$ cat config.mk
export PLATFORM = sky130hd
export DESIGN_NAME = timer16_capture_compare
export DESIGN_NICKNAME = d
export VERILOG_FILES = /design/src/rtl/timer16_capture_compare.v
export VERILOG_INCLUDE_DIRS = /design/src /design/src/rtl
export SDC_FILE = /design/constraint.sdc
export NUM_CORES = 1
export LEC_CHECK = 0
export ABC_CLOCK_PERIOD_IN_PS = 2220
export BUFFER_PORTS_ARGS = -buffer_cell sky130_fd_sc_hd__buf_2
export CORE_MARGIN = 1
export CORE_UTILIZATION = 45
export DETAILED_ROUTE_END_ITERATION = 16
export GPL_ROUTABILITY_DRIVEN = 0
export PLACE_DENSITY_LB_ADDON = 0.15
export SETUP_SLACK_MARGIN = 0.02
export SLEW_MARGIN = 0
export SYNTH_ARGS = -nofsm -noshare
export SYNTH_HDL_FRONTEND = slang
export SYNTH_SLANG_ARGS = --single-unit
$ cat constraint.sdc
create_clock -name clk_sys_i -period 2.22 [get_ports clk_sys_i]
set_input_delay 0.111 -clock clk_sys_i [delete_from_list [all_inputs] [get_ports clk_sys_i]]
set_output_delay 0.111 -clock clk_sys_i [all_outputs]
set_load 0.01 [all_outputs]
$ cat src/rtl/timer16_cc_consts.vh
// Constants for the 16-bit timer capture and compare block
`ifndef TIMER16_CC_CONSTS_VH
`define TIMER16_CC_CONSTS_VH
// Register word offsets (byte address bits 5:2)
`define ADR_CTRL 4'h0
`define ADR_CNT 4'h1
`define ADR_CAPT 4'h2
`define ADR_CMPA_LO 4'h3
`define ADR_CMPA_HI 4'h4
`define ADR_CMPB_LO 4'h5
`define ADR_CMPB_HI 4'h6
`define ADR_FLAGS 4'h7
`define ADR_FORCE 4'h8
// Control register fields
`define CTRL_WGM_LSB 0
`define CTRL_COMA_LSB 4
`define CTRL_COMB_LSB 6
`define CTRL_CS_LSB 8
`define CTRL_EDGE 11
`define CTRL_NF 12
`define CTRL_COMPARATOR_CAPTURE_SELECT 13
`define CTRL_IEA 14
`define CTRL_IEB 15
`define CTRL_IEC 16
`define CTRL_W 17
// Flag bits
`define FLG_CAP 0
`define FLG_A 1
`define FLG_B 2
// Waveform modes of interest
`define WGM_NORMAL 4'h0
`define WGM_CTC_A 4'h4
`define WGM_CTC_I 4'hc
`define WGM_FAST_I 4'he
`define WGM_FAST_A 4'hf
`define WGM_PFC_I 4'h8
`define WGM_PFC_A 4'h9
`define WGM_PC_I 4'ha
`define WGM_PC_A 4'hb
`define WGM_RSVD 4'hd
// Output actions
`define COM_NONE 2'h0
`define COM_TOGGLE 2'h1
`define COM_CLEAR 2'h2
`define COM_SET 2'h3
// Filter sample count
`define NF_SAMPLES 4
`define MAX16 16'hffff
`define ZERO16 16'h0000
`endif

$ cat src/rtl/timer16_capture_compare.v
// Capture trigger path and compare units of a 16-bit timer
//
// Implementation choices: the address map and the Wishbone slave port.
`timescale 1ns/1ns
`include "timer16_cc_consts.vh"
module timer16_capture_compare (
  input wire clk_sys_i,
  input wire sys_rst_i,
  input wire wb_cyc_i,
  input wire wb_stb_i,
  input wire wb_we_i,
  input wire [5:0] wb_adr_i,
  input wire [3:0] wb_sel_i,
  input wire [31:0] wb_dat_i,
  output reg [31:0] wb_dat_o,
  output reg wb_ack_o,
  input wire capture_input_pin_i,
  input wire comparator_output_i,
  input wire timer_tick_i,
  input wire [15:0] counter_value_i,
  input wire counter_write_i,
  input wire count_up_i,
  input wire at_top_i,
  input wire at_bottom_i,
  input wire irq_ack_capt_i,
  input wire irq_ack_a_i,
  input wire irq_ack_b_i,
  output reg capture_flag_o,
  output reg compare_flag_a_o,
  output reg compare_flag_b_o,
  output wire irq_capt_o,
  output wire irq_a_o,
  output wire irq_b_o,
  output wire [15:0] top_value_o,
  output wire top_from_a_o,
  output wire top_from_capt_o,
  output reg compare_output_a_o,
  output reg compare_output_b_o,
  output wire [3:0] waveform_mode_bits_o,
  output wire [2:0] clock_select_o
);

  // PWM mode decode, used by both units
  function is_pwm;
    input [3:0] m;
    begin
      is_pwm = !(m == `WGM_NORMAL || m == `WGM_CTC_A || m == `WGM_CTC_I || m == `WGM_RSVD);
    end
  endfunction

  // Next output value for a given action
  function act_out;
    input [1:0] com;
    input cur;
    begin
      case (com)
        `COM_TOGGLE: act_out = ~cur;
        `COM_CLEAR: act_out = 1'b0;
        `COM_SET: act_out = 1'b1;
        default: act_out = cur;
      endcase
    end
  endfunction

  reg [`CTRL_W-1:0] ctrl_r;
  reg [15:0] capt_r;
  reg [7:0] temp_r;
  reg [15:0] cmp_buf_r [0:1];
  reg [15:0] cmp_work_r [0:1];
  reg block_r;
  reg [1:0] match_d_r;
  reg [1:0] pin_sync_r;
  reg [1:0] aco_sync_r;
  reg [`NF_SAMPLES-1:0] nf_hist_r;
  reg nf_out_r;
  reg edge_prev_r;

  wire [3:0] wgm = ctrl_r[`CTRL_WGM_LSB +: 4];
  wire [1:0] com_a = ctrl_r[`CTRL_COMA_LSB +: 2];
  wire [1:0] com_b = ctrl_r[`CTRL_COMB_LSB +: 2];
  wire pwm = is_pwm(wgm);
  wire bus_req = wb_cyc_i & wb_stb_i & ~wb_ack_o;
  wire bus_wr = bus_req & wb_we_i & wb_sel_i[0];
  wire [3:0] word_adr = wb_adr_i[5:2];
  wire capt_is_top = (wgm == `WGM_CTC_I) || (wgm == `WGM_FAST_I) ||
    (wgm == `WGM_PFC_I) || (wgm == `WGM_PC_I);

  assign waveform_mode_bits_o = wgm;
  assign clock_select_o = ctrl_r[`CTRL_CS_LSB +: 3];
  // Compare A or capture register as counter top
  assign top_from_a_o = (wgm == `WGM_CTC_A) || (wgm == `WGM_FAST_A) ||
    (wgm == `WGM_PFC_A) || (wgm == `WGM_PC_A);
  assign top_from_capt_o = capt_is_top;
  assign top_value_o = top_from_a_o ? cmp_work_r[0] : capt_r;

  // Interrupt requests
  assign irq_capt_o = capture_flag_o & ctrl_r[`CTRL_IEC];
  assign irq_a_o = compare_flag_a_o & ctrl_r[`CTRL_IEA];
  assign irq_b_o = compare_flag_b_o & ctrl_r[`CTRL_IEB];

  // Two-stage synchronisers; pin read whatever drives it
  always @(posedge clk_sys_i) begin
    if (sys_rst_i) begin
      pin_sync_r <= 2'h0;
      aco_sync_r <= 2'h0;
    end else begin
      pin_sync_r <= {pin_sync_r[0], capture_input_pin_i};
      aco_sync_r <= {aco_sync_r[0], comparator_output_i};
    end
  end

  // Source select
  wire src = ctrl_r[`CTRL_COMPARATOR_CAPTURE_SELECT] ? aco_sync_r[1] : pin_sync_r[1];
  wire nf_all1 = &{nf_hist_r[`NF_SAMPLES-2:0], src};
  wire nf_all0 = ~|{nf_hist_r[`NF_SAMPLES-2:0], src};
  wire det_in = ctrl_r[`CTRL_NF] ? nf_out_r : src;
  // Selected edge; source switch may look like an edge
  wire cap_edge = ~capt_is_top &
    (ctrl_r[`CTRL_EDGE] ? (det_in & ~edge_prev_r) : (~det_in & edge_prev_r));

  // Noise filter on system clock, four equal samples
  always @(posedge clk_sys_i) begin
    if (sys_rst_i) begin
      nf_hist_r <= {`NF_SAMPLES{1'b0}};
      nf_out_r <= 1'b0;
      edge_prev_r <= 1'b0;
    end else begin
      nf_hist_r <= {nf_hist_r[`NF_SAMPLES-2:0], src};
      if (nf_all1) begin
        nf_out_r <= 1'b1;
      end else if (nf_all0) begin
        nf_out_r <= 1'b0;
      end
      edge_prev_r <= det_in;
    end
  end

  // Compare matches, gated by counter write blocking
  wire match_a = (counter_value_i == cmp_work_r[0]);
  wire match_b = (counter_value_i == cmp_work_r[1]);
  wire ld_pt = pwm & timer_tick_i &
    ((wgm == `WGM_PFC_I || wgm == `WGM_PFC_A) ? at_bottom_i :
     (wgm == `WGM_PC_I || wgm == `WGM_PC_A) ? at_top_i : at_top_i);
  wire wr_cmp_lo_a = bus_wr && word_adr == `ADR_CMPA_LO;
  wire wr_cmp_lo_b = bus_wr && word_adr == `ADR_CMPB_LO;
  wire wr_cmp_hi = bus_wr && (word_adr == `ADR_CMPA_HI || word_adr == `ADR_CMPB_HI);
  wire wr_flags = bus_wr && word_adr == `ADR_FLAGS;
  wire wr_force = bus_wr && word_adr == `ADR_FORCE && !pwm;
  wire [15:0] cmp_new = {temp_r, wb_dat_i[7:0]};
  wire [1:0] match_ok = {match_b, match_a} & {2{~block_r}};

  // Counter write blocking window, one timer tick
  always @(posedge clk_sys_i) begin
    if (sys_rst_i) begin
      block_r <= 1'b0;
    end else if (counter_write_i) begin
      block_r <= 1'b1;
    end else if (timer_tick_i) begin
      block_r <= 1'b0;
    end
  end

  // Control, latch and compare registers
  always @(posedge clk_sys_i) begin
    if (sys_rst_i) begin
      ctrl_r <= {`CTRL_W{1'b0}};
      temp_r <= 8'h00;
      cmp_buf_r[0] <= `ZERO16;
      cmp_buf_r[1] <= `ZERO16;
      cmp_work_r[0] <= `ZERO16;
      cmp_work_r[1] <= `ZERO16;
    end else begin
      if (bus_wr && word_adr == `ADR_CTRL) begin
        ctrl_r <= wb_dat_i[`CTRL_W-1:0];
      end
      if (wr_cmp_hi) begin
        temp_r <= wb_dat_i[7:0];
      end
      // Buffer or working register by mode
      if (wr_cmp_lo_a) begin
        if (pwm) begin
          cmp_buf_r[0] <= cmp_new;
        end else begin
          cmp_work_r[0] <= cmp_new;
        end
      end
      if (wr_cmp_lo_b) begin
        if (pwm) begin
          cmp_buf_r[1] <= cmp_new;
        end else begin
          cmp_work_r[1] <= cmp_new;
        end
      end
      // Update working copies at top or bottom
      if (ld_pt && !wr_cmp_lo_a) begin
        cmp_work_r[0] <= cmp_buf_r[0];
      end
      if (ld_pt && !wr_cmp_lo_b) begin
        cmp_work_r[1] <= cmp_buf_r[1];
      end
    end
  end

  // Capture register and flags; set wins over clear
  always @(posedge clk_sys_i) begin
    if (sys_rst_i) begin
      capt_r <= `ZERO16;
      capture_flag_o <= 1'b0;
      compare_flag_a_o <= 1'b0;
      compare_flag_b_o <= 1'b0;
      match_d_r <= 2'h0;
    end else begin
      if (cap_edge) begin
        capt_r <= counter_value_i;
        capture_flag_o <= 1'b1;
      end else if (irq_ack_capt_i || (wr_flags && wb_dat_i[`FLG_CAP])) begin
        capture_flag_o <= 1'b0;
      end else if (bus_wr && word_adr == `ADR_CAPT && capt_is_top) begin
        capt_r <= wb_dat_i[15:0];
      end
      if (timer_tick_i) begin
        match_d_r <= match_ok;
      end
      if (timer_tick_i && match_d_r[0]) begin
        compare_flag_a_o <= 1'b1;
      end else if (irq_ack_a_i || (wr_flags && wb_dat_i[`FLG_A])) begin
        compare_flag_a_o <= 1'b0;
      end
      if (timer_tick_i && match_d_r[1]) begin
        compare_flag_b_o <= 1'b1;
      end else if (irq_ack_b_i || (wr_flags && wb_dat_i[`FLG_B])) begin
        compare_flag_b_o <= 1'b0;
      end
    end
  end

  // Waveform generator, simplified per mode
  always @(posedge clk_sys_i) begin
    if (sys_rst_i) begin
      compare_output_a_o <= 1'b0;
      compare_output_b_o <= 1'b0;
    end else if (wr_force) begin
      if (wb_dat_i[0]) begin
        compare_output_a_o <= act_out(com_a, compare_output_a_o);
      end
      if (wb_dat_i[1]) begin
        compare_output_b_o <= act_out(com_b, compare_output_b_o);
      end
    end else if (timer_tick_i) begin
      if (!pwm) begin
        if (match_ok[0]) begin
          compare_output_a_o <= act_out(com_a, compare_output_a_o);
        end
        if (match_ok[1]) begin
          compare_output_b_o <= act_out(com_b, compare_output_b_o);
        end
      end else begin
        // PWM: action clear clears on up-match, sets on down-match or bottom; action set does the reverse
        if (com_a[1] && (match_ok[0] || at_bottom_i)) begin
          compare_output_a_o <= (match_ok[0] && count_up_i) ^ com_a[0] ? 1'b0 : 1'b1;
        end
        if (com_b[1] && (match_ok[1] || at_bottom_i)) begin
          compare_output_b_o <= (match_ok[1] && count_up_i) ^ com_b[0] ? 1'b0 : 1'b1;
        end
      end
    end
  end

  // Wishbone read mux and ack
  always @(posedge clk_sys_i) begin
    if (sys_rst_i) begin
      wb_ack_o <= 1'b0;
      wb_dat_o <= 32'h00000000;
    end else begin
      wb_ack_o <= bus_req;
      if (bus_req && !wb_we_i) begin
        case (word_adr)
          `ADR_CTRL: wb_dat_o <= {15'h0000, ctrl_r};
          `ADR_CNT: wb_dat_o <= {16'h0000, counter_value_i};
          `ADR_CAPT: wb_dat_o <= {16'h0000, capt_r};
          `ADR_CMPA_LO: wb_dat_o <= {24'h000000, (pwm ? cmp_buf_r[0][7:0] : cmp_work_r[0][7:0])};
          `ADR_CMPA_HI: wb_dat_o <= {24'h000000, (pwm ? cmp_buf_r[0][15:8] : cmp_work_r[0][15:8])};
          `ADR_CMPB_LO: wb_dat_o <= {24'h000000, (pwm ? cmp_buf_r[1][7:0] : cmp_work_r[1][7:0])};
          `ADR_CMPB_HI: wb_dat_o <= {24'h000000, (pwm ? cmp_buf_r[1][15:8] : cmp_work_r[1][15:8])};
          `ADR_FLAGS: wb_dat_o <= {29'h00000000, compare_flag_b_o, compare_flag_a_o, capture_flag_o};
          default: wb_dat_o <= 32'h00000000;
        endcase
      end
    end
  end

endmodule // timer16_capture_compare

==> results_dict.tcl <==
set metrics [dict create \
    vias 5977 \
    p_clk_frac 0.467 \
    max_freq_mhz 475.5 \
    swShare 0.2499 \
    drt_wl_total_um 20820 \
    synth_commonest_cells "nor2_1 (80), dfxtp_1 (76), mux2i_1 (72)" \
    layout.nets 879 \
    crit_family "flip-flops" \
    avgSynthCellArea_um2 10.41 \
    finalCritPeriodShare 0.9473 \
    core-area_um2 15430 \
    fill_cells 1359 \
    critPathBufInv 2 \
    grt_antenna_before_repair 0 \
    p_comb_frac 0.080 \
    cts_htree_levels 4 \
    finalWorstSetupSlack_ns 0.1169 \
    leakagePower_nw 3.513 \
    power_frac_seq 0.452 \
    ys_types 61 \
    clkLatencyLatePin_ns 0.42 \
    dieWidth_um 128.6 \
    post-place-ws_ns 0.1249 \
    hold_ws_ns 0.02591 \
    maxCapViolCount 0 \
    synthCells 693 \
    ir_drop_uv 569.4 \
    io_buffers 103 \
    die_height_um 128.6 \
    drive_gt1_frac 0.2369 \
    path_cells "nand2b_1 -> nand3_1 -> o21ai_1 -> buf_6 -> mux2_2 -> buf_2" \
    p_int_w 0.004658 \
    setup_tns_ns 0 \
    worst_slew_pin_slew_ns 0.8171 \
    root_buffer "clkbuf_16" \
    grt_pass1_vias 5904 \
    clk_path_buf_depth 2 \
    finClkSkew_ns 0.009181 \
    grt_first_pass_wirelength_um 32530 \
    yosysSeqAreaShare 0.4773 \
    r2r_end "compare_output_b_o$_SDFFE_PP0P_" \
    critPathMaxFanout 18 \
    reg2reg_depth 6 \
    die_area_um2 16540 \
    synthTopCellsByArea "edfxtp_1 (27%), dfxtp_1 (21%), mux2i_1 (10%)" \
    drc_errors 0 \
    utilization 0.5661 \
    dpl.hpwl_um 15620 \
    ys_ff_latch 140 \
    cts_tree "built" \
    setup_viol 0 \
    netlist_area_um2 7214 \
    cp.arrival_ns 1.99 \
    wl_per_cell_um 20.22 \
    ant_nets 0 \
    startpoint "ctrl_r[1]$_SDFFE_PP0P_" \
    postCtsSetupBuffers 0 \
    vias_per_cell 5.803 \
    status "completed" \
    synth_warnings 0 \
    globalRouteOverflowTotal 0 \
    power.switching_w 0.001552 \
    rrSetupSlack_ns 0.12 \
    critPathRequiredTime_ns 2.11 \
    cellPowerDensity_nw_per_um2 711.0 \
    path_class "flop to primary output" \
    start_kind "flop" \
    max_stage_delay_ns 0.44 \
    synth-edff-count 64 \
    grt_usage 0.2633 \
    r2r-start "cmp_work_r[0][24]$_DFFE_PP_" \
    hold_class "primary input to flop" \
    clk_pin_slew_ns 0.06 \
    async_flop_share 0 \
    period_needed_ns 2.103 \
    synth_top_area_share 0.2664 \
    num_rows 45 \
    min_path_cells 3 \
    holdCritStartpoint "irq_ack_capt_i" \
    start_util 0.4676 \
    area_delta_synth_final_pct 21.05 \
    rsz0062_at_grt "false" \
    hold_viol_final 0 \
    yosysMostFrequentCell "nor2_1" \
    end_kind "primary output" \
    synth_ff_type "dfxtp_1" \
    ios 139 \
    cts.sinks 140 \
    finalMaxSlewViolations 0 \
    grt_max_degree 71 \
    drt_first_pass_iters 5 \
    holdPathEnd "capture_flag_o$_SDFFE_PP0P_" \
    cp_slowest_cell "dfxtp_1" \
    n_antenna_cell 0 \
    cts_made_buffers 17 \
    drtIter0Drc 448 \
    slew_headroom 0.4533 \
    yosysTopAreaCell "edfxtp_1" \
]
[power groups by stage]
stage | Clock (W) | Sequential, W | Combinational [W]
final | 0.00290 | 0.00281 | 0.000500
after global routing | 0.00307 | 0.00281 | 0.000539
after CTS | 0.00295 | 0.00281 | 0.000495
after detailed placement | 0 | 0.00286 | 0.000473
after global placement | 0 | 0.00286 | 0.000466
after floorplan | 0 | 0.00285 | 0.000283
[tightest hold or removal path: cells and delay by family]
kind | cells | cell delay, ns
simple gates | 1 | 0.11
buf+inv | 1 | 0.11
compound gates | 1 | 0.06
[metal layers]
| metal | GRT usage | wire (µm) | up-vias |
|---|---|---|---|
| met5 | 0 | 0 | - |
| met4 | 0.1495 | 871 | 0 |
| met3 | 0.05198 | 1247 | 53 |
| met2 | 0.4321 | 9780 | 245 |
| met1 | 0.3243 | 8924 | 2896 |
| li1 | - | - | 2783 |
[registers in the layout, indices dropped and copies added, names as in the netlist, 3 cells and up]
| name | flops |
|---|---|
| capt_r | 16 |
| cmp_buf_r | 32 |
| cmp_work_r | 32 |
| ctrl_r | 17 |
| nf_hist_r | 3 |
| temp_r | 8 |
| wb_dat_o | 17 |
[worst max-delay path by stage]
stage	cells past startpoint	slack [ns]	end
finish	6	0.12	top_value_o[5]
global route	6	0.02	top_value_o[5]
CTS	6	0.08	top_value_o[5]
detailed placement	6	0.12	compare_output_b_o$_SDFFE_PP0P_
global placement	5	0.21	cmp_work_r[0][19]$_DFFE_PP_
floorplan	6	0.03	cmp_buf_r[0][0]$_DFFE_PP_
[kinds of logic (layout without fill, tap and decap cells)]
| family | after synthesis | count (layout) | synth area share |
|---|---|---|---|
| buf+inv | 73 | 185 | 0.05307 |
| flops | 140 | 140 | 0.4773 |
| mux | 88 | 88 | 0.1249 |
| xor+xnor | 33 | 33 | 0.04006 |
| compound gates | 155 | 155 | 0.1589 |
| other cells | 1 | 15 | 0.0005198 |
| simple gates | 203 | 203 | 0.1453 |
[area by class of cell]
class                           count  area, µm²  area share
Multi-Input combinational cell    494       3456      0.3957
Clock inverter                     14      177.7     0.02034
Sequential cell                   140       3443      0.3943
Timing Repair Buffer              148      944.7      0.1082
Inverter                            5      18.77    0.002149
Tap cell                          211      264.0     0.03023
Clock buffer                       18      429.2     0.04914
[through the flow]
stage	power, W	std cells	cell area (µm²)
after CTS	0.006257	1030	8728
after global routing	0.006419	1030	8733
after floorplan	0.003129	707	7268
after detailed placement	0.003336	983	7971
final	0.006209	1030	8733
after global placement	0.003325	983	7971
[layout by cell type (no fill, tap or decap), types with 18 or more instances in the layout]
cell type  synthesis  routed
a21oi_1           18      18
a22o_1            34      34
a22oi_1           21      21
and3_1            18      18
buf_2              9     103
buf_4             22      25
dfxtp_1           76      76
edfxtp_1          64      64
mux2i_1           72      72
nand2_1           27      27
nor2_1            80      80
o21ai_0           20      19
xor2_1            31      31
[what timing repair did]
item	CTS	global route
hold endpoints to repair	14	0
endpoints found under the setup margin	0	6
hold buffers	15	0
resized for setup	0	3
No activity file was read; power rests on OpenSTA's default activity.
